File: config.mk
export PLATFORM = sky130hd
export DESIGN_NAME = smc_serial_memory_ctrl
export DESIGN_NICKNAME = d
export VERILOG_FILES = /design/src/verilog/smc_pkg.sv /design/src/verilog/smc_serial_memory_ctrl.sv /design/src/verilog/smc_stn_mem.sv
export SDC_FILE = /design/constraint.sdc
export NUM_CORES = 1
export LEC_CHECK = 0
export ABC_AREA = 1
export BUFFER_PORTS_ARGS = -buffer_cell sky130_fd_sc_hd__buf_2
export CORE_ASPECT_RATIO = 1.4
export CORE_MARGIN = 2
export CORE_UTILIZATION = 50
export DETAILED_ROUTE_END_ITERATION = 6
export GPL_TIMING_DRIVEN = 0
export PLACE_DENSITY = 0.7
export SETUP_SLACK_MARGIN = 0.15
export SLEW_MARGIN = 20
export SYNTH_ARGS = -nofsm -noshare
export SYNTH_HDL_FRONTEND = slang
export SYNTH_SLANG_ARGS = --single-unit
File: constraint.sdc
create_clock -name clk_sys_i -period 2.8 [get_ports clk_sys_i]
set_clock_uncertainty 0.1 [all_clocks]
set_input_delay 0.28 -clock clk_sys_i [delete_from_list [all_inputs] [get_ports clk_sys_i]]
set_output_delay 0.28 -clock clk_sys_i [all_outputs]
set_load 0.02 [all_outputs]
File: src/verilog/smc_pkg.sv
// Constants, field layout and types for the serial memory command controller.
// Assumes a 20 MHz system clock and a three-wire serial memory, 8-bit organised.
package smc_pkg;
  localparam int unsigned CLK_HZ      = 20_000_000;
  localparam int unsigned TIMEOUT_MS  = 30;
  localparam int unsigned TIMEOUT_CYC = (CLK_HZ / 1000) * TIMEOUT_MS;

  // Serial clock: one bit every SK_LAST+1 system cycles, high from SK_HALF on
  localparam logic [4:0] SK_HALF = 5'h0a;
  localparam logic [4:0] SK_LAST = 5'h13;

  localparam logic [7:0] ADDR_CMD  = 8'hb0;
  localparam logic [7:0] ADDR_DATA = 8'hb4;

  localparam int unsigned BUSY_BIT   = 31;
  localparam int unsigned CMD_HI     = 30;
  localparam int unsigned CMD_LO     = 28;
  localparam int unsigned TOUT_BIT   = 9;
  localparam int unsigned LOADED_BIT = 8;

  localparam logic [7:0]  SIG_VALID = 8'ha5;
  localparam logic [2:0]  STN_FIRST = 3'h0;
  localparam logic [2:0]  STN_LAST  = 3'h6;
  localparam logic [2:0]  STN_STEP  = 3'h1;
  localparam logic [7:0]  BYTE_ZERO = 8'h00;
  localparam logic [17:0] RSVD_CMD  = 18'h0_0000;
  localparam logic [23:0] RSVD_DATA = 24'h00_0000;

  // Serial frame: start bit, two opcode bits, eight address bits, eight data bits
  localparam logic [4:0] FRAME_HDR  = 5'h0b;
  localparam logic [4:0] FRAME_DATA = 5'h13;
  localparam logic [4:0] RX_BYTE    = 5'h08;
  localparam logic [4:0] RX_NONE    = 5'h00;
  localparam logic       START_BIT  = 1'b1;

  localparam logic [1:0] SER_EXT   = 2'h0;
  localparam logic [1:0] SER_WRITE = 2'h1;
  localparam logic [1:0] SER_READ  = 2'h2;
  localparam logic [1:0] SER_ERASE = 2'h3;
  localparam logic [1:0] EXT_DISABLE   = 2'h0;
  localparam logic [1:0] EXT_WRITE_ALL = 2'h1;
  localparam logic [1:0] EXT_ERASE_ALL = 2'h2;
  localparam logic [1:0] EXT_ENABLE    = 2'h3;

  typedef enum logic [2:0] {
    OP_READ, OP_EW_DISABLE, OP_EW_ENABLE, OP_WRITE,
    OP_WRITE_ALL, OP_ERASE, OP_ERASE_ALL, OP_RELOAD
  } smc_op_t;

  typedef enum logic [2:0] {
    ST_IDLE, ST_LOAD, ST_SHIFT, ST_GAP, ST_POLL, ST_STEP
  } smc_state_t;
endpackage

File: src/verilog/smc_serial_memory_ctrl.sv
// Serial memory command controller: APB register pair, serial frame engine,
// ready polling with timeout, and station address reload from the memory.
// Assumes an APB master on clk_sys_i and a three-wire serial memory on pins.
//
// Function
// Writing busy bit 31 starts the command; busy stays set until it finishes.
// Software leaves command and data registers alone while busy.
// Command field bits 30-28 selects one of eight operations.
// After reset busy is set until the station address reload ends.
// After disable, enable must be sent before erase or write works.
// Memory accepts erase and write after enable until disable or power loss.
// Memory powers up with erase and write disabled.
// Write sends the data byte to the addressed location.
// Write-all stores the data byte in every location.
// Erase clears only the addressed location.
// Erase-all starts a bulk erase of the whole memory.
// Reload rereads station address; first byte not 0xA5 means failure.
// No memory answer within 30 ms ends the operation and sets timeout bit 9.
// Data pin pulled high without memory: command ends after its frame.
// Only erase and write commands can time out with the pin pulled low.
// Address loaded bit 8 is set after a successful station address load.
// Address field bits 7-0 addresses the memory and resets to zero.
// Data bits 7-0 hold the read or write byte; upper bits read zero.
// Commands are framed serially with a generated serial clock.
// Starting a command clears the timeout bit.
//
// Added by the designer: the APB interface to the registers.
`timescale 1ns/10ps
module smc_serial_memory_ctrl #(
  parameter int unsigned TIMEOUT_CYCLES = smc_pkg::TIMEOUT_CYC
) (
  input  wire logic        clk_sys_i,
  input  wire logic        sys_rst_i,
  input  wire logic        psel_i,
  input  wire logic        penable_i,
  input  wire logic        pwrite_i,
  input  wire logic [7:0]  paddr_i,
  input  wire logic [31:0] pwdata_i,
  output logic      [31:0] prdata_o,
  output logic             pready_o,
  output logic             pslverr_o,
  output logic             mem_cs_o,
  output logic             mem_sk_o,
  output logic             serial_memory_data_pin_o,
  output logic             serial_memory_data_pin_oe_o,
  input  wire logic        serial_memory_data_pin_i,
  input  wire logic [2:0]  stn_sel_i,
  output logic      [7:0]  stn_byte_o
);
  localparam logic [19:0] TMO_LAST = 20'(TIMEOUT_CYCLES - 1);

  smc_pkg::smc_state_t st;
  smc_pkg::smc_state_t next_st;
  smc_pkg::smc_op_t    cmd_op;

  logic [7:0]  cmd_addr;
  logic [7:0]  data_byte;
  logic        busy;
  logic        tout;
  logic        loaded;
  logic        din_meta;
  logic        din_sync;
  logic [4:0]  ph;
  logic [4:0]  bit_cnt;
  logic [18:0] tx;
  logic [7:0]  rx;
  logic [2:0]  idx;
  logic [19:0] tmr;

  // Bus decode
  wire acc       = psel_i & penable_i;
  wire sel_cmd   = (paddr_i == smc_pkg::ADDR_CMD);
  wire sel_data  = (paddr_i == smc_pkg::ADDR_DATA);
  wire mapped    = sel_cmd | sel_data;
  wire commit    = acc & pready_o;
  wire wr_cmd    = commit & pwrite_i & sel_cmd;
  wire wr_data   = commit & pwrite_i & sel_data;
  // Writes while busy are dropped so a running frame never sees its operands move
  wire wr_ok     = ~busy;
  wire start     = wr_cmd & wr_ok & pwdata_i[smc_pkg::BUSY_BIT];
  wire [31:0] rd_cmd  = {busy, cmd_op, smc_pkg::RSVD_CMD, tout, loaded, cmd_addr};
  wire [31:0] rd_dat  = {smc_pkg::RSVD_DATA, data_byte};
  wire [31:0] rd_mux  = sel_cmd ? rd_cmd : (sel_data ? rd_dat : 32'h0000_0000);

  // Operation decode
  wire op_reload = (cmd_op == smc_pkg::OP_RELOAD);
  wire op_read   = (cmd_op == smc_pkg::OP_READ);
  wire op_wr     = (cmd_op == smc_pkg::OP_WRITE);
  wire op_write_all_locations_cmd   = (cmd_op == smc_pkg::OP_WRITE_ALL);
  wire op_er     = (cmd_op == smc_pkg::OP_ERASE);
  wire op_erase_all_locations_cmd   = (cmd_op == smc_pkg::OP_ERASE_ALL);
  wire op_erase_write_enable_cmd   = (cmd_op == smc_pkg::OP_EW_ENABLE);
  wire op_erase_write_disable_cmd   = (cmd_op == smc_pkg::OP_EW_DISABLE);
  wire is_ext    = op_erase_write_enable_cmd | op_erase_write_disable_cmd | op_write_all_locations_cmd | op_erase_all_locations_cmd;
  // Only erase and write forms wait for the memory's ready answer
  wire polls     = op_wr | op_write_all_locations_cmd | op_er | op_erase_all_locations_cmd;
  wire has_data  = op_wr | op_write_all_locations_cmd;
  wire has_rx    = op_read | op_reload;

  wire [1:0] ext_code = op_erase_write_enable_cmd ? smc_pkg::EXT_ENABLE :
                        op_write_all_locations_cmd ? smc_pkg::EXT_WRITE_ALL :
                        op_erase_all_locations_cmd ? smc_pkg::EXT_ERASE_ALL :
                                  smc_pkg::EXT_DISABLE;
  wire [1:0] ser_op   = is_ext ? smc_pkg::SER_EXT :
                        op_wr  ? smc_pkg::SER_WRITE :
                        op_er  ? smc_pkg::SER_ERASE :
                                 smc_pkg::SER_READ;
  wire [7:0] ser_addr = is_ext    ? {ext_code, 6'h00} :
                        op_reload ? {5'h00, idx} :
                                    cmd_addr;
  wire [18:0] frame   = {smc_pkg::START_BIT, ser_op, ser_addr, data_byte};
  wire [4:0] frame_len = has_data ? smc_pkg::FRAME_DATA : smc_pkg::FRAME_HDR;
  wire [4:0] rx_len    = has_rx ? smc_pkg::RX_BYTE : smc_pkg::RX_NONE;
  wire [4:0] total_len = frame_len + rx_len;
  wire       tx_phase  = (bit_cnt < frame_len);
  wire [7:0] rx_shift  = {rx[6:0], din_sync};

  // Sequencing events
  wire in_shift  = (st == smc_pkg::ST_SHIFT);
  wire bit_end   = in_shift & (ph == smc_pkg::SK_LAST);
  wire frame_end = bit_end & (bit_cnt == total_len - 5'h01);
  wire in_gap    = (st == smc_pkg::ST_GAP);
  wire in_rest   = (st == smc_pkg::ST_IDLE) | (st == smc_pkg::ST_LOAD);
  wire gap_end   = in_gap & (ph == smc_pkg::SK_LAST);
  wire in_poll   = (st == smc_pkg::ST_POLL);
  wire ph_run    = in_shift | in_gap | in_poll;
  // Chip select and the pin synchroniser lag the state, so the ready answer
  // is only trusted at the end of each serial period
  wire poll_tick = in_poll & (ph == smc_pkg::SK_LAST);
  wire poll_ok   = poll_tick & din_sync;
  wire tmo_hit   = in_poll & ~din_sync & (tmr >= TMO_LAST);
  wire in_step   = (st == smc_pkg::ST_STEP);
  wire sig_bad   = in_step & (idx == smc_pkg::STN_FIRST) & (rx != smc_pkg::SIG_VALID);
  wire stn_done  = in_step & ~sig_bad & (idx == smc_pkg::STN_LAST);
  wire stn_wr    = in_step & ~sig_bad & (idx != smc_pkg::STN_FIRST);
  wire [2:0] stn_waddr = idx - smc_pkg::STN_STEP;
  // Frames without polling or reload steps end busy on their own last serial clock
  wire plain_end = frame_end & ~polls & ~op_reload;
  wire finish    = plain_end | poll_ok | tmo_hit | sig_bad | stn_done;
  wire read_end  = frame_end & op_read;
  wire cs_next   = in_shift | in_poll;
  wire sk_next   = in_shift & (ph >= smc_pkg::SK_HALF);
  wire oe_next   = in_shift & tx_phase;

  always_comb begin
    next_st = st;
    unique case (st)
      smc_pkg::ST_IDLE:  if (start) next_st = smc_pkg::ST_LOAD;
      smc_pkg::ST_LOAD:  next_st = smc_pkg::ST_SHIFT;
      smc_pkg::ST_SHIFT: begin
        if (frame_end) begin
          next_st = polls     ? smc_pkg::ST_GAP :
                    op_reload ? smc_pkg::ST_STEP : smc_pkg::ST_IDLE;
        end
      end
      // Chip select stays low for one serial period between frames
      smc_pkg::ST_GAP: begin
        if (gap_end) begin
          next_st = polls ? smc_pkg::ST_POLL : smc_pkg::ST_LOAD;
        end
      end
      smc_pkg::ST_POLL:  if (poll_ok | tmo_hit) next_st = smc_pkg::ST_IDLE;
      smc_pkg::ST_STEP:  next_st = (sig_bad | stn_done) ? smc_pkg::ST_IDLE : smc_pkg::ST_GAP;
    endcase
  end

  always_ff @(posedge clk_sys_i) begin
    if (sys_rst_i) begin
      din_meta <= 1'b0;
      din_sync <= 1'b0;
    end else begin
      din_meta <= serial_memory_data_pin_i;
      din_sync <= din_meta;
    end
  end

  always_ff @(posedge clk_sys_i) begin
    if (sys_rst_i) begin
      pready_o  <= 1'b0;
      pslverr_o <= 1'b0;
      prdata_o  <= 32'h0000_0000;
    end else begin
      pready_o  <= acc & ~pready_o;
      pslverr_o <= acc & ~pready_o & ~mapped;
      prdata_o  <= (acc & ~pready_o & ~pwrite_i) ? rd_mux : 32'h0000_0000;
    end
  end

  // Reset starts a station address reload at once
  always_ff @(posedge clk_sys_i) begin
    if (sys_rst_i) begin
      st       <= smc_pkg::ST_LOAD;
      cmd_op   <= smc_pkg::OP_RELOAD;
      cmd_addr <= smc_pkg::BYTE_ZERO;
    end else begin
      st <= next_st;
      if (wr_cmd & wr_ok) begin
        cmd_op   <= smc_pkg::smc_op_t'(pwdata_i[smc_pkg::CMD_HI:smc_pkg::CMD_LO]);
        cmd_addr <= pwdata_i[7:0];
      end
    end
  end

  always_ff @(posedge clk_sys_i) begin
    if (sys_rst_i) begin
      busy   <= 1'b1;
      tout   <= 1'b0;
      loaded <= 1'b0;
    end else begin
      if (start) begin
        busy <= 1'b1;
      end else if (finish) begin
        busy <= 1'b0;
      end
      if (tmo_hit) begin
        tout <= 1'b1;
      end else if (start) begin
        tout <= 1'b0;
      end
      if (stn_done) begin
        loaded <= 1'b1;
      end else if (sig_bad) begin
        loaded <= 1'b0;
      end
    end
  end

  always_ff @(posedge clk_sys_i) begin
    if (sys_rst_i) begin
      data_byte <= smc_pkg::BYTE_ZERO;
    end else if (read_end) begin
      data_byte <= rx_shift;
    end else if (wr_data & wr_ok) begin
      data_byte <= pwdata_i[7:0];
    end
  end

  always_ff @(posedge clk_sys_i) begin
    if (sys_rst_i | in_rest) begin
      ph <= 5'h00;
    end else if (ph_run & (ph != smc_pkg::SK_LAST)) begin
      ph <= ph + 5'h01;
    end else begin
      ph <= 5'h00;
    end
  end

  // Bit engine: output changes while the serial clock is low, input sampled late high
  always_ff @(posedge clk_sys_i) begin
    if (sys_rst_i) begin
      bit_cnt <= 5'h00;
      tx      <= 19'h0_0000;
      rx      <= smc_pkg::BYTE_ZERO;
    end else if (st == smc_pkg::ST_LOAD) begin
      bit_cnt <= 5'h00;
      tx      <= frame;
      rx      <= smc_pkg::BYTE_ZERO;
    end else if (bit_end) begin
      bit_cnt <= bit_cnt + 5'h01;
      tx      <= {tx[17:0], 1'b0};
      if (~tx_phase) begin
        rx <= rx_shift;
      end
    end
  end

  always_ff @(posedge clk_sys_i) begin
    if (sys_rst_i | start) begin
      idx <= smc_pkg::STN_FIRST;
      tmr <= 20'h0_0000;
    end else begin
      if (in_step & ~finish) begin
        idx <= idx + smc_pkg::STN_STEP;
      end
      if ((st != smc_pkg::ST_IDLE) & (tmr != TMO_LAST)) begin
        tmr <= tmr + 20'h0_0001;
      end
    end
  end

  always_ff @(posedge clk_sys_i) begin
    if (sys_rst_i) begin
      mem_cs_o                    <= 1'b0;
      mem_sk_o                    <= 1'b0;
      serial_memory_data_pin_o    <= 1'b0;
      serial_memory_data_pin_oe_o <= 1'b0;
    end else begin
      mem_cs_o                    <= cs_next;
      mem_sk_o                    <= sk_next;
      serial_memory_data_pin_o    <= tx[18];
      serial_memory_data_pin_oe_o <= oe_next;
    end
  end

  smc_stn_mem u_stn_mem (
    .clk_sys_i (clk_sys_i),
    .sys_rst_i (sys_rst_i),
    .wr_en_i   (stn_wr),
    .wr_addr_i (stn_waddr),
    .wr_data_i (rx),
    .rd_addr_i (stn_sel_i),
    .rd_data_o (stn_byte_o)
  );
endmodule // smc_serial_memory_ctrl

File: src/verilog/smc_stn_mem.sv
// Station address store: eight bytes, one write port, registered read port.
// Assumes writer and reader share clk_sys_i.
`timescale 1ns/10ps
module smc_stn_mem (
  input  wire logic       clk_sys_i,
  input  wire logic       sys_rst_i,
  input  wire logic       wr_en_i,
  input  wire logic [2:0] wr_addr_i,
  input  wire logic [7:0] wr_data_i,
  input  wire logic [2:0] rd_addr_i,
  output logic      [7:0] rd_data_o
);
  logic [7:0] mem [8];

  always_ff @(posedge clk_sys_i) begin
    if (wr_en_i) begin
      mem[wr_addr_i] <= wr_data_i;
    end
  end

  // Unwritten entries may read unknown; a reload fills entries 0-5 only, never 6 and 7
  always_ff @(posedge clk_sys_i) begin
    if (sys_rst_i) begin
      rd_data_o <= smc_pkg::BYTE_ZERO;
    end else begin
      rd_data_o <= mem[rd_addr_i];
    end
  end
endmodule // smc_stn_mem
==> Flow_metrics.wiki, run 1 <==
{| class="wikitable"
! Metric !! Value
|-
| GPL Wtd Cong || 0.867
|-
| CP Data Arrival Time || 2.74 ns
|-
| Distinct cell type count after synthesis || 40
|-
| Initial DRC count || 314
|-
| Detailed Routing Iterations Pass 1 || 5
|-
| ANT cells || 0
|-
| Die Area || between 15000 and 20000 µm²
|-
| Fraction of layout instances using a drive strength above 1 || roughly an eighth
|-
| Most Frequent Cell on Critical Path || nor2_1
|-
| WL final || 17900 µm
|-
| Post-synthesis sequential element count || between 150 and 200
|-
| Worst min path class || in2reg
|-
| DRC Markers || 0
|-
| H-tree depth || 4
|-
| TNS Setup || 0 ns
|-
| Antenna violations before repair || 0
|-
| Min cycle time layout || 2.52 ns
|-
| Root buffer cell || clkbuf_16
|-
| Fraction of the cycle the final worst path needs || between 90% and 100%
|-
| Status || completed
|-
| Number of global-route vias before repair || 5943
|-
| Total via count after detailed routing || 6413
|-
| Clk buf depth || 2
|-
| Detailed-route wire length per cell || 14.8 µm
|-
| Post-Place Cell Area || 8360 µm²
|-
| Logic gate share of total power || roughly 17%
|-
| Vias/cell || 5.28
|-
| Skew-Pair Late Insertion Delay || 0.43 ns
|-
| Die Span Y || 152 µm
|-
| Slew of the pin with the lowest slew margin || 0.785 ns
|-
| WP data required || 3.01 ns
|-
| Kind of launch point of the worst setup path || flip-flop
|-
| Number of cell rows || 53
|-
| Max-cap viol count || 0
|-
| Internal Power || 4490 µW
|-
| Total CTS buffers || 17
|-
| HPWL reported at the end of detailed placement || 12900 µm
|-
| Synthesized instance count || 911
|-
| Post-synthesis cell area || 7780 µm²
|-
| Top cells by area in the synthesized netlist || dfxtp_1 30%, edfxtp_1 25%, nor2_1 6.8%
|-
| Width of the chip || 109 µm
|-
| Sequential-to-total area share from yosys stat || a little over half
|-
| Design area || slightly above 9000 µm²
|-
| Worst slew margin relative to its limit || between 40% and 50%
|-
| Clk pwr share || between 30% and 40%
|-
| Area of the placeable core || about 15000 µm²
|-
| Post-synthesis cell type with the largest combined area || dfxtp_1
|-
| GR Overflow Total || 0
|-
| Top-Level Pins || 95
|-
| TritonCTS clock tree || built
|-
| P_sw || 1970 µW
|-
| Clock sink count || 179
|-
| Maximum clock frequency || 397 MHz
|-
| RSZ-0062 raised after global routing || no
|-
| Kind of cell adding the most delay to the critical path || simple AND/OR/NAND/NOR gates
|-
| Buffers added on ports || 56
|-
| Path type of the worst setup path || reg2reg
|-
| Crit-path max FO || 10
|-
| Leakage || 0.00368 µW
|-
| Layout Area Growth over Synthesis || 16.7%
|-
| Total number of yosys warnings || 0
|-
| Average instance area after synthesis || between 8 and 9 µm²
|-
| Power Dens Cells || 711 nW/µm²
|-
| Fraction of power spent switching nets || 30.5%
|-
| Post-route ant nets || 0
|-
| Max stage delay on crit path || 0.35 ns
|-
| Fin. max-slew vios || 0
|-
| Final hold vios || 0
|-
| Chain of cells forming the critical path || nor2_1 > inv_1 > nor2_1 > nor2_1 > ha_1 > nand2_1 > nand3_1 > nor3_4 > nand3_4 > buf_2 > o21ai_0 > nor2_1
|-
| Most frequent standard cell in the layout excluding fill and tap cells || nor2_1
|-
| Final net count || about 1100
|-
| GR Util All Layers || 22.6%
|-
| Number of buffer and inverter stages on the critical path || 2
|-
| Critical path capture point type || flip-flop
|-
| Initial Utilization || 51.4%
|-
| Max IR drop VDD || 0.450 mV
|-
| Fraction of post-synthesis cell area in the top cell type by area || between 20% and 30%
|-
| Critical-path top delay cell || dfxtp_2
|-
| Global-route wire length before repair || 28700 µm
|-
| Largest net degree at the start of global routing || 21
|-
| Portion of total power attributed to sequential cells || 45.2%
|-
| Setup Viol. Count Final || 0
|-
| Worst-path clk slew || roughly 0.070 ns
|-
| Commonest cells after routing, fill and taps aside || 140 x nor2_1, 117 x nand2_1, 114 x dfxtp_1
|-
| Fill cell instance count of the final layout || about 1400
|}
[flip-flops by register name (all words and copies together) (netlist names), 3 cells and up]
| name | flops |
|---|---|
| bit_cnt | 5 |
| cmd_addr | 8 |
| cmd_op | 3 |
| data_byte | 8 |
| idx | 3 |
| ph | 5 |
| prdata_o | 14 |
| rx | 8 |
| st | 3 |
| tmr | 20 |
| tx | 19 |
| u_stn_mem.mem | 64 |
| u_stn_mem.rd_data_o | 8 |
[cell type report]
type	count	area, µm²	area share [%]
Buffer	48	270	2.98
Clock inverter	15	205	2.26
Multi-Input combinational cell	601	2980	32.9
Tap cell	192	240	2.65
Clock buffer	17	425	4.69
Inverter	100	375	4.14
Sequential cell	179	4230	46.6
Timing Repair Buffer	63	350	3.86
[Yosys cell counts, drive strengths merged]
cell       n
a211oi     7
a21boi     1
a21oi     66
a22oi      4
a31oi     13
buf       28
clkbuf    20
conb       1
dfxtp    115
edfxtp    64
ha        12
inv      100
nand2    120
nand3     26
nand3b     1
nand4     13
nor2     145
nor3      29
nor3b      2
o2111ai    1
o211ai     3
o21ai    105
o21bai     1
o22ai     18
o31ai      2
or2        2
xnor2      5
xor2       7
[routing by layer]
layer	GRT usage, %	routed length, µm	vias to the layer above
li1	-	-	3239
met1	25.4	7030	2912
met2	41.3	9400	219
met3	4.19	913	43
met4	9.49	597	0
met5	0	0	-
[final timing paths]
path | from | end | slack [ns] | cells after the start
max | cmd_op[0]$_SDFFE_PP1P_ | data_byte[0]$_SDFFE_PP0P_ | 0.28 | 12
min | pwdata_i[2] | data_byte[2]$_SDFFE_PP0P_ | 0.02 | 3
max reg2reg | cmd_op[0]$_SDFFE_PP1P_ | data_byte[0]$_SDFFE_PP0P_ | 0.28 | 12
min reg2reg | din_meta$_SDFF_PP0_ | din_sync$_SDFF_PP0_ | 0.31 | 2
[worst min-delay path: stages]
cell and delay (ns):
buf_2 0.10, a21oi_1 0.06, nor2_1 0.07
[repair_timing]
action	CTS	global route
setup buffers	0	0
hold buffers	7	0
endpoints found under the setup margin	0	9
resized for setup	0	5
endpoints found under the hold margin	7	0
[metrics by stage]
stage               total power, µW  utilization (%)  instances  setup WS (ns)  hold slack, ns
floorplan                      3760                -        928          0.658           0.268
global placement               4020             55.3       1176          0.200           0.293
detailed placement             4040             55.3       1176          0.243           0.304
CTS                            6480             59.9       1215          0.220        0.000215
global route                   6720             60.0       1215          0.144         0.00335
finish                         6460             60.0       1215          0.279          0.0155
[power by group through the flow]
stage / combinational (µW) / sequential, µW / clock (µW)
after floorplan: 785 / 2970 / 0
after global placement: 1050 / 2970 / 0
after detailed placement: 1060 / 2980 / 0
after CTS: 1070 / 2920 / 2490
after global routing: 1200 / 2930 / 2590
final: 1070 / 2920 / 2460
[cell families (layout without fill, tap and decap cells)]
logic type | Yosys count | in the layout | share of synthesized area [%]
xor gates and xnor gates | 12 | 12 | 1.35
AOI/OAI and AO/OA | 221 | 221 | 15.3
DFF | 179 | 179 | 54.3
other | 1 | 18 | 0.0482
and+or+nand+nor | 338 | 338 | 18.7
buffers and inverters | 148 | 243 | 8.30
adders and majority gates | 12 | 12 | 1.93
(Power assumes the default switching activity.)
==> run 2: changes to the inputs <==
--- a/config.mk
+++ b/config.mk
@@ -5,13 +5,11 @@
 export SDC_FILE = /design/constraint.sdc
 export NUM_CORES = 1
 export LEC_CHECK = 0
-export ABC_AREA = 1
 export BUFFER_PORTS_ARGS = -buffer_cell sky130_fd_sc_hd__buf_2
 export CORE_ASPECT_RATIO = 1.4
 export CORE_MARGIN = 2
 export CORE_UTILIZATION = 50
 export DETAILED_ROUTE_END_ITERATION = 6
-export GPL_TIMING_DRIVEN = 0
 export PLACE_DENSITY = 0.7
 export SETUP_SLACK_MARGIN = 0.15
 export SLEW_MARGIN = 20
==> Flow_metrics.wiki, run 2 <==
{| class="wikitable"
! Metric !! Value
|-
| Status || completed
|-
| Max reg flops || 64
|-
| Max-cap viol count || 0
|-
| HPWL reported at the end of detailed placement || around 11000 µm
|-
| Reg-to-Reg End || st[1]$_SDFFE_PP0P_
|-
| Crit-path max FO || 3
|-
| Post-Place Worst Slack || 0.160 ns
|-
| Worst Hold Path Cells || 3
|-
| Final net count || around 820
|-
| Final hold vios || 0
|-
| Post-synthesis cell area || roughly 7600 µm²
|-
| CP Data Arrival Time || 2.66 ns
|-
| Critical path capture point type || flip-flop
|-
| GPL Wtd Cong || about 0.84
|-
| Total power || between 6000 and 7000 µW
|-
| Path depth of the worst reg2reg path || 10
|-
| Most repeated cell in the gate-level netlist after synthesis || dfxtp_1
|-
| Fin. max-slew vios || 0
|-
| GR Util All Layers || a little over a fifth
|-
| ANT cells || 0
|-
| H-tree depth || 4
|-
| Max IR drop VDD || 0.439 mV
|-
| Largest Register || u_stn_mem.mem
|-
| Top-Level Pins || between 90 and 100
|-
| Worst min path class || in2reg
|-
| Sequential-to-total area share from yosys stat || 55.5%
|-
| Fraction of layout instances using a drive strength above 1 || 19.9%
|-
| Buffers added on ports || 56
|-
| Top cells by area in the synthesized netlist || dfxtp_1 30%, edfxtp_1 25%, mux4_2 4.7%
|-
| Commonest cells after routing, fill and taps aside || 113 x dfxtp_1, 90 x nor2_1, 66 x nand2_1
|-
| Hold Path End || cmd_op[0]$_SDFFE_PP1P_
|-
| Setup Viol. Count Final || 0
|-
| Clk buf depth || 2
|-
| Die Span Y || 150 µm
|-
| WP data required || 3.01 ns
|-
| Distinct cell type count after synthesis || 58
|-
| Detailed-route wire length per cell || 17.0 µm
|-
| Post-route ant nets || 0
|-
| Total routed wire length on the met1 layer || 6800 µm
|-
| Die Area || 16200 µm²
|-
| Layout Area Growth over Synthesis || 16.3%
|-
| Cells after DPL || between 900 and 1000
|-
| Initial Utilization || 51.0%
|-
| Fraction of the cycle the final worst path needs || 87.4%
|-
| RSZ-0062 raised after global routing || no
|-
| Top routing layer in use || met4
|-
| Worst slew margin relative to its limit || ~60%
|-
| Total CTS buffers || 17
|-
| Post-synthesis sequential element count || 179
|-
| Largest registers || u_stn_mem.mem (64), tmr (20), tx (19)
|-
| Power Dens Cells || ~690 nW/µm²
|-
| Initial DRC count || just over 300
|-
| Final std cells w/o fill || 966
|-
| DRC Markers || 0
|-
| Post-synthesis cell type with the largest combined area || dfxtp_1
|-
| Worst reg2reg path startpoint || cmd_op[2]$_SDFFE_PP1P_
|-
| Leakage || 0.00344 µW
|-
| Area of the placeable core || between 10000 and 15000 µm²
|-
| Global-route wire length before repair || about 27000 µm
|-
| Detailed Routing Iterations Pass 1 || 5
|-
| Width of the chip || 108 µm
|-
| Fraction of post-synthesis cell area in the top cell type by area || between 30% and 40%
|-
| Path type of the worst setup path || reg2reg
|-
| Met3 wire length || about 630 µm
|-
| Post-synthesis async set-or-reset flop share || 0%
|-
| Largest net degree at the start of global routing || 51
|-
| EDFF count, synth || 64
|-
| Average instance area after synthesis || 11.1 µm²
|-
| Kind of launch point of the worst setup path || flip-flop
|-
| Finished Core Util || 59.3%
|-
| Sum of met2 wire segment lengths after detailed routing || 8600 µm
|-
| Most instantiated cells after synthesis || 115 x dfxtp_1, 90 x nor2_1, 66 x nand2_1, 64 x edfxtp_1
|-
| Maximum clock frequency || 409 MHz
|-
| Slew of the pin with the lowest slew margin || 0.592 ns
|-
| WL final || 16400 µm
|-
| Most used flip-flop cell after synthesis || dfxtp_1
|-
| Worst-path clk slew || 0.07 ns
|-
| Most frequent standard cell in the layout excluding fill and tap cells || dfxtp_1
|-
| Final worst slack || 0.353 ns
|-
| Vias/cell || 5.61
|-
| GR Overflow Total || 0
|-
| TritonCTS clock tree || built
|-
| Total via count after detailed routing || 5420
|-
| Synthesized instance count || 688
|-
| Origin of the worst min-delay path || pwdata_i[28]
|-
| Clock sink count || around 180
|-
| Root buffer cell || clkbuf_16
|-
| Min cycle time layout || roughly 2.4 ns
|-
| Antenna violations before repair || 0
|-
| Number of global-route vias before repair || roughly 5400
|-
| Skew-Pair Late Insertion Delay || between 0.4 and 0.5 ns
|-
| Total number of yosys warnings || 0
|-
| Crit path from || cmd_op[2]$_SDFFE_PP1P_
|-
| Number of cell rows || 53
|-
| Worst-case register-to-register setup slack || 0.35 ns
|-
| TNS Setup || 0 ns
|}
==> run 2: cell count changes after synthesis, sizes merged, moves of 12 or more <==
| cell | change |
|---|---|
| nor3 | -16 |
| inv | -91 |
| mux2i | +26 |
| nor2 | -55 |
| a311oi | +12 |
| o21ai | -92 |
| xor2 | +15 |
| o22ai | -13 |
| a21oi | -42 |
| nand2 | -54 |
| mux4 | +16 |
==> run 2: logic make-up after synthesis <==
logic type,after synthesis,share of synthesized area (%)
other cells,1,0.0493
compound gates,105,9.78
flops,179,55.5
buf+inv,63,4.31
simple gates,250,16.0
xor+xnor,33,3.80
fa+ha+maj,12,1.97
mux,45,8.60
==> run 2: per-stage QoR <==
step           area, µm²  hold WS, ns
2_1_floorplan       7680        0.308
3_3_place_gp        8110        0.320
3_5_place_dp        8110        0.328
4_1_cts             8820       0.0212
5_1_grt             8850       0.0713
6_report            8850       0.0620
==> run 2: cell type report <==
type,count,area (µm²)
clock inverter,14,178
multi-input combinational,463,3160
timing repair buffer,91,563
fill,1179,6070
sequential,179,4230
clock buffer,18,450
tap,192,240
inverter,9,33.8
==> run 2: metal layers <==
layer  track usage, %  vias up
li1                 -     2598
met1             25.0     2658
met2             36.6      136
met3             4.92       28
met4             9.29        0
met5                0        -
==> run 2: where the power goes <==
| part | switching, µW | internal [µW] |
|---|---|---|
| clock network | 1150 | 1260 |
| logic | 449 | 279 |
| registers | 117 | 2830 |
| total | 1720 | 4370 |
==> run 2: worst max-delay path by stage <==
| stage | to | cells past startpoint | slack [ns] |
|---|---|---|---|
| global route | st[1]$_SDFFE_PP0P_ | 10 | 0.18 |
| floorplan | data_byte[6]$_SDFFE_PP0P_ | 11 | 0.19 |
| detailed placement | st[1]$_SDFFE_PP0P_ | 9 | 0.16 |
| CTS | st[1]$_SDFFE_PP0P_ | 9 | 0.16 |
| global placement | st[1]$_SDFFE_PP0P_ | 10 | 0.32 |
| finish | st[1]$_SDFFE_PP0P_ | 10 | 0.35 |
==> run 2: timing repair <==
action / CTS / global route
setup buffers: 0 / 0
endpoints found under the hold margin: 8 / 0
hold buffers: 8 / 0
setup endpoints to repair: 0 / 7
gates resized for setup: 0 / 8
==> run 2: critical path: stages (launching register included) <==
cell	delay, ns
dfxtp_1	0.35
nor2b_2	0.17
inv_1	0.06
o22ai_2	0.13
inv_1	0.08
ha_1	0.32
xnor2_1	0.16
nor4b_4	0.35
o22ai_2	0.16
a2111oi_2	0.35
a211oi_1	0.10
==> run 3: changes to the inputs <==
--- a/config.mk
+++ b/config.mk
@@ -5,12 +5,12 @@
 export SDC_FILE = /design/constraint.sdc
 export NUM_CORES = 1
 export LEC_CHECK = 0
-export BUFFER_PORTS_ARGS = -buffer_cell sky130_fd_sc_hd__buf_2
 export CORE_ASPECT_RATIO = 1.4
 export CORE_MARGIN = 2
 export CORE_UTILIZATION = 50
 export DETAILED_ROUTE_END_ITERATION = 6
-export PLACE_DENSITY = 0.7
+export DONT_BUFFER_PORTS = 1
+export MAX_ROUTING_LAYER = met4
 export SETUP_SLACK_MARGIN = 0.15
 export SLEW_MARGIN = 20
 export SYNTH_ARGS = -nofsm -noshare
==> Flow_metrics.wiki, run 3 (same netlist as run 2, synthesis figures left out) <==
{| class="wikitable"
! Metric !! Value
|-
| Final worst slack || 0.326 ns
|-
| TritonCTS clock tree || built
|-
| Clock sink count || 179
|-
| Largest Register || u_stn_mem.mem
|-
| Crit path from || cmd_op[1]$_SDFFE_PP1P_
|-
| DRC Markers || 0
|-
| HPWL reported at the end of detailed placement || 11100 µm
|-
| H-tree depth || 4
|-
| Final std cells w/o fill || 920
|-
| Total power || 6080 µW
|-
| Area occupied by multi-input gates || 3150 µm²
|-
| Antenna violations before repair || 0
|-
| Final hold vios || 0
|-
| RSZ-0062 raised after global routing || no
|-
| ANT cells || 0
|-
| Number of global-route vias before repair || 5078
|-
| Cells after DPL || 871
|-
| Post-Place Cell Area || 7840 µm²
|-
| Path depth of the worst reg2reg path || 9
|-
| Post-route ant nets || 0
|-
| Power Dens Cells || between 700 and 800 nW/µm²
|-
| Design area || 8670 µm²
|-
| Width of the chip || 108 µm
|-
| Leakage || 0.00323 µW
|-
| Fin. max-slew vios || 0
|-
| Setup Viol. Count Final || 0
|-
| Worst slew margin relative to its limit || around three fifths
|-
| Fraction of the cycle the final worst path needs || 88.3%
|-
| Largest net degree at the start of global routing || 60
|-
| Post-Place Worst Slack || 0.248 ns
|-
| Fill cell instance count of the final layout || 1282
|-
| Worst min path class || in2reg
|-
| Number of cell rows || 53
|-
| WL final || 16300 µm
|-
| Detailed-route wire length per cell || 17.7 µm
|-
| Clk buf depth || 2
|-
| Min cycle time layout || 2.47 ns
|-
| Die Area || 16200 µm²
|-
| Initial Utilization || 51.0%
|-
| Vias/cell || 5.61
|-
| Most frequent standard cell in the layout excluding fill and tap cells || dfxtp_1
|-
| Reg-to-Reg End || st[1]$_SDFFE_PP0P_
|-
| Kind of launch point of the worst setup path || flip-flop
|-
| Critical Path Sink || st[1]$_SDFFE_PP0P_
|-
| Area of the placeable core || about 15000 µm²
|-
| Skew-Pair Late Insertion Delay || 0.43 ns
|-
| Sequential cell area || 4230 µm²
|-
| Worst-case register-to-register setup slack || 0.33 ns
|-
| Critical path capture point type || flip-flop
|-
| CP Data Arrival Time || about 2.7 ns
|-
| Fraction of layout instances using a drive strength above 1 || 13.7%
|-
| Total via count after detailed routing || a little over 5000
|-
| Global-route wire length before repair || 26000 µm
|-
| Max-cap viol count || 0
|-
| Slew of the pin with the lowest slew margin || roughly 0.62 ns
|-
| Largest registers || u_stn_mem.mem (64), tmr (20), tx (19)
|-
| Final net count || 776
|-
| WP data required || ~3.0 ns
|-
| GR Overflow Total || 0
|-
| Worst-path clk slew || 0.07 ns
|-
| Layout Area Growth over Synthesis || 13.9%
|-
| Buffers added on ports || 0
|-
| GR Util All Layers || 21.7%
|-
| TNS Setup || 0 ns
|-
| Max IR drop VDD || 0.406 mV
|-
| Root buffer cell || clkbuf_16
|-
| Status || completed
|-
| Commonest cells after routing, fill and taps aside || 114 x dfxtp_1, 90 x nor2_1, 66 x nand2_1
|-
| Detailed Routing Iterations Pass 1 || 4
|-
| Total CTS buffers || 17
|-
| Die Span Y || 150 µm
|-
| Top-Level Pins || 95
|-
| Initial DRC count || 191
|-
| Max reg flops || between 60 and 70
|-
| Maximum clock frequency || 404 MHz
|-
| Crit-path max FO || 6
|-
| GPL Wtd Cong || between 0.8 and 0.9
|-
| Post-CTS setup buffer count || 0
|-
| Worst reg2reg path startpoint || cmd_op[1]$_SDFFE_PP1P_
|-
| Path type of the worst setup path || reg2reg
|}
## run 3: report_power, final
part	internal [µW]	switching, µW	leakage, µW
clock network	1290	1140	0.000299
logic	279	396	0.00140
registers	2830	141	0.00153
total	4400	1680	0.00323
## run 3: worst max-delay path, cell delays in order (launching register included)
cell and delay (ns):
dfxtp_1 0.42, nand2_1 0.14, o22ai_2 0.17, inv_1 0.08
ha_1 0.31, xnor2_1 0.14, nor4b_2 0.40, o22ai_2 0.15
a2111oi_2 0.34, a211oi_1 0.09
## run 3: area by class of cell
type	count	area share, %
multi-input combinational	463	36.4
clock buffer	17	4.91
timing repair buffer	45	4.59
tap	192	2.77
inverter	9	0.390
clock inverter	15	2.24
sequential	179	48.7
## run 3: timing repair
action / 4_1_cts / 5_1_grt
endpoints found under the setup margin: 0 / 3
hold buffers: 17 / 0
resized for setup: 0 / 7
endpoints found under the hold margin: 61 / 0
## run 3: metrics by stage
| stage | utilization (%) | hold slack (ns) |
|---|---|---|
| after floorplan | - | 0.308 |
| after global placement | 52.5 | 0.259 |
| after detailed placement | 52.5 | 0.260 |
| after CTS | 57.9 | 0.00141 |
| after global routing | 58.1 | 0.0190 |
| final | 58.1 | 0.0153 |
## run 3: worst min-delay path by stage
| stage | start | end | slack, ns | cells after the start |
|---|---|---|---|---|
| after floorplan | serial_memory_data_pin_i | din_meta$_SDFF_PP0_ | 0.31 | 1 |
| after global placement | sys_rst_i | st[2]$_SDFFE_PP0P_ | 0.26 | 1 |
| after detailed placement | sys_rst_i | st[2]$_SDFFE_PP0P_ | 0.26 | 1 |
| after CTS | pwdata_i[0] | data_byte[0]$_SDFFE_PP0P_ | 0.001 | 2 |
| after global routing | pwdata_i[1] | data_byte[1]$_SDFFE_PP0P_ | 0.02 | 2 |
| final | pwdata_i[3] | data_byte[3]$_SDFFE_PP0P_ | 0.02 | 2 |
## run 3: routing by layer
layer	vias up	routed length (µm)	GRT usage [%]
met3	25	633	4.14
met5	-	0	-
met1	2512	6700	24.6
met4	0	313	8.08
li1	2499	-	-
met2	125	8640	37.8
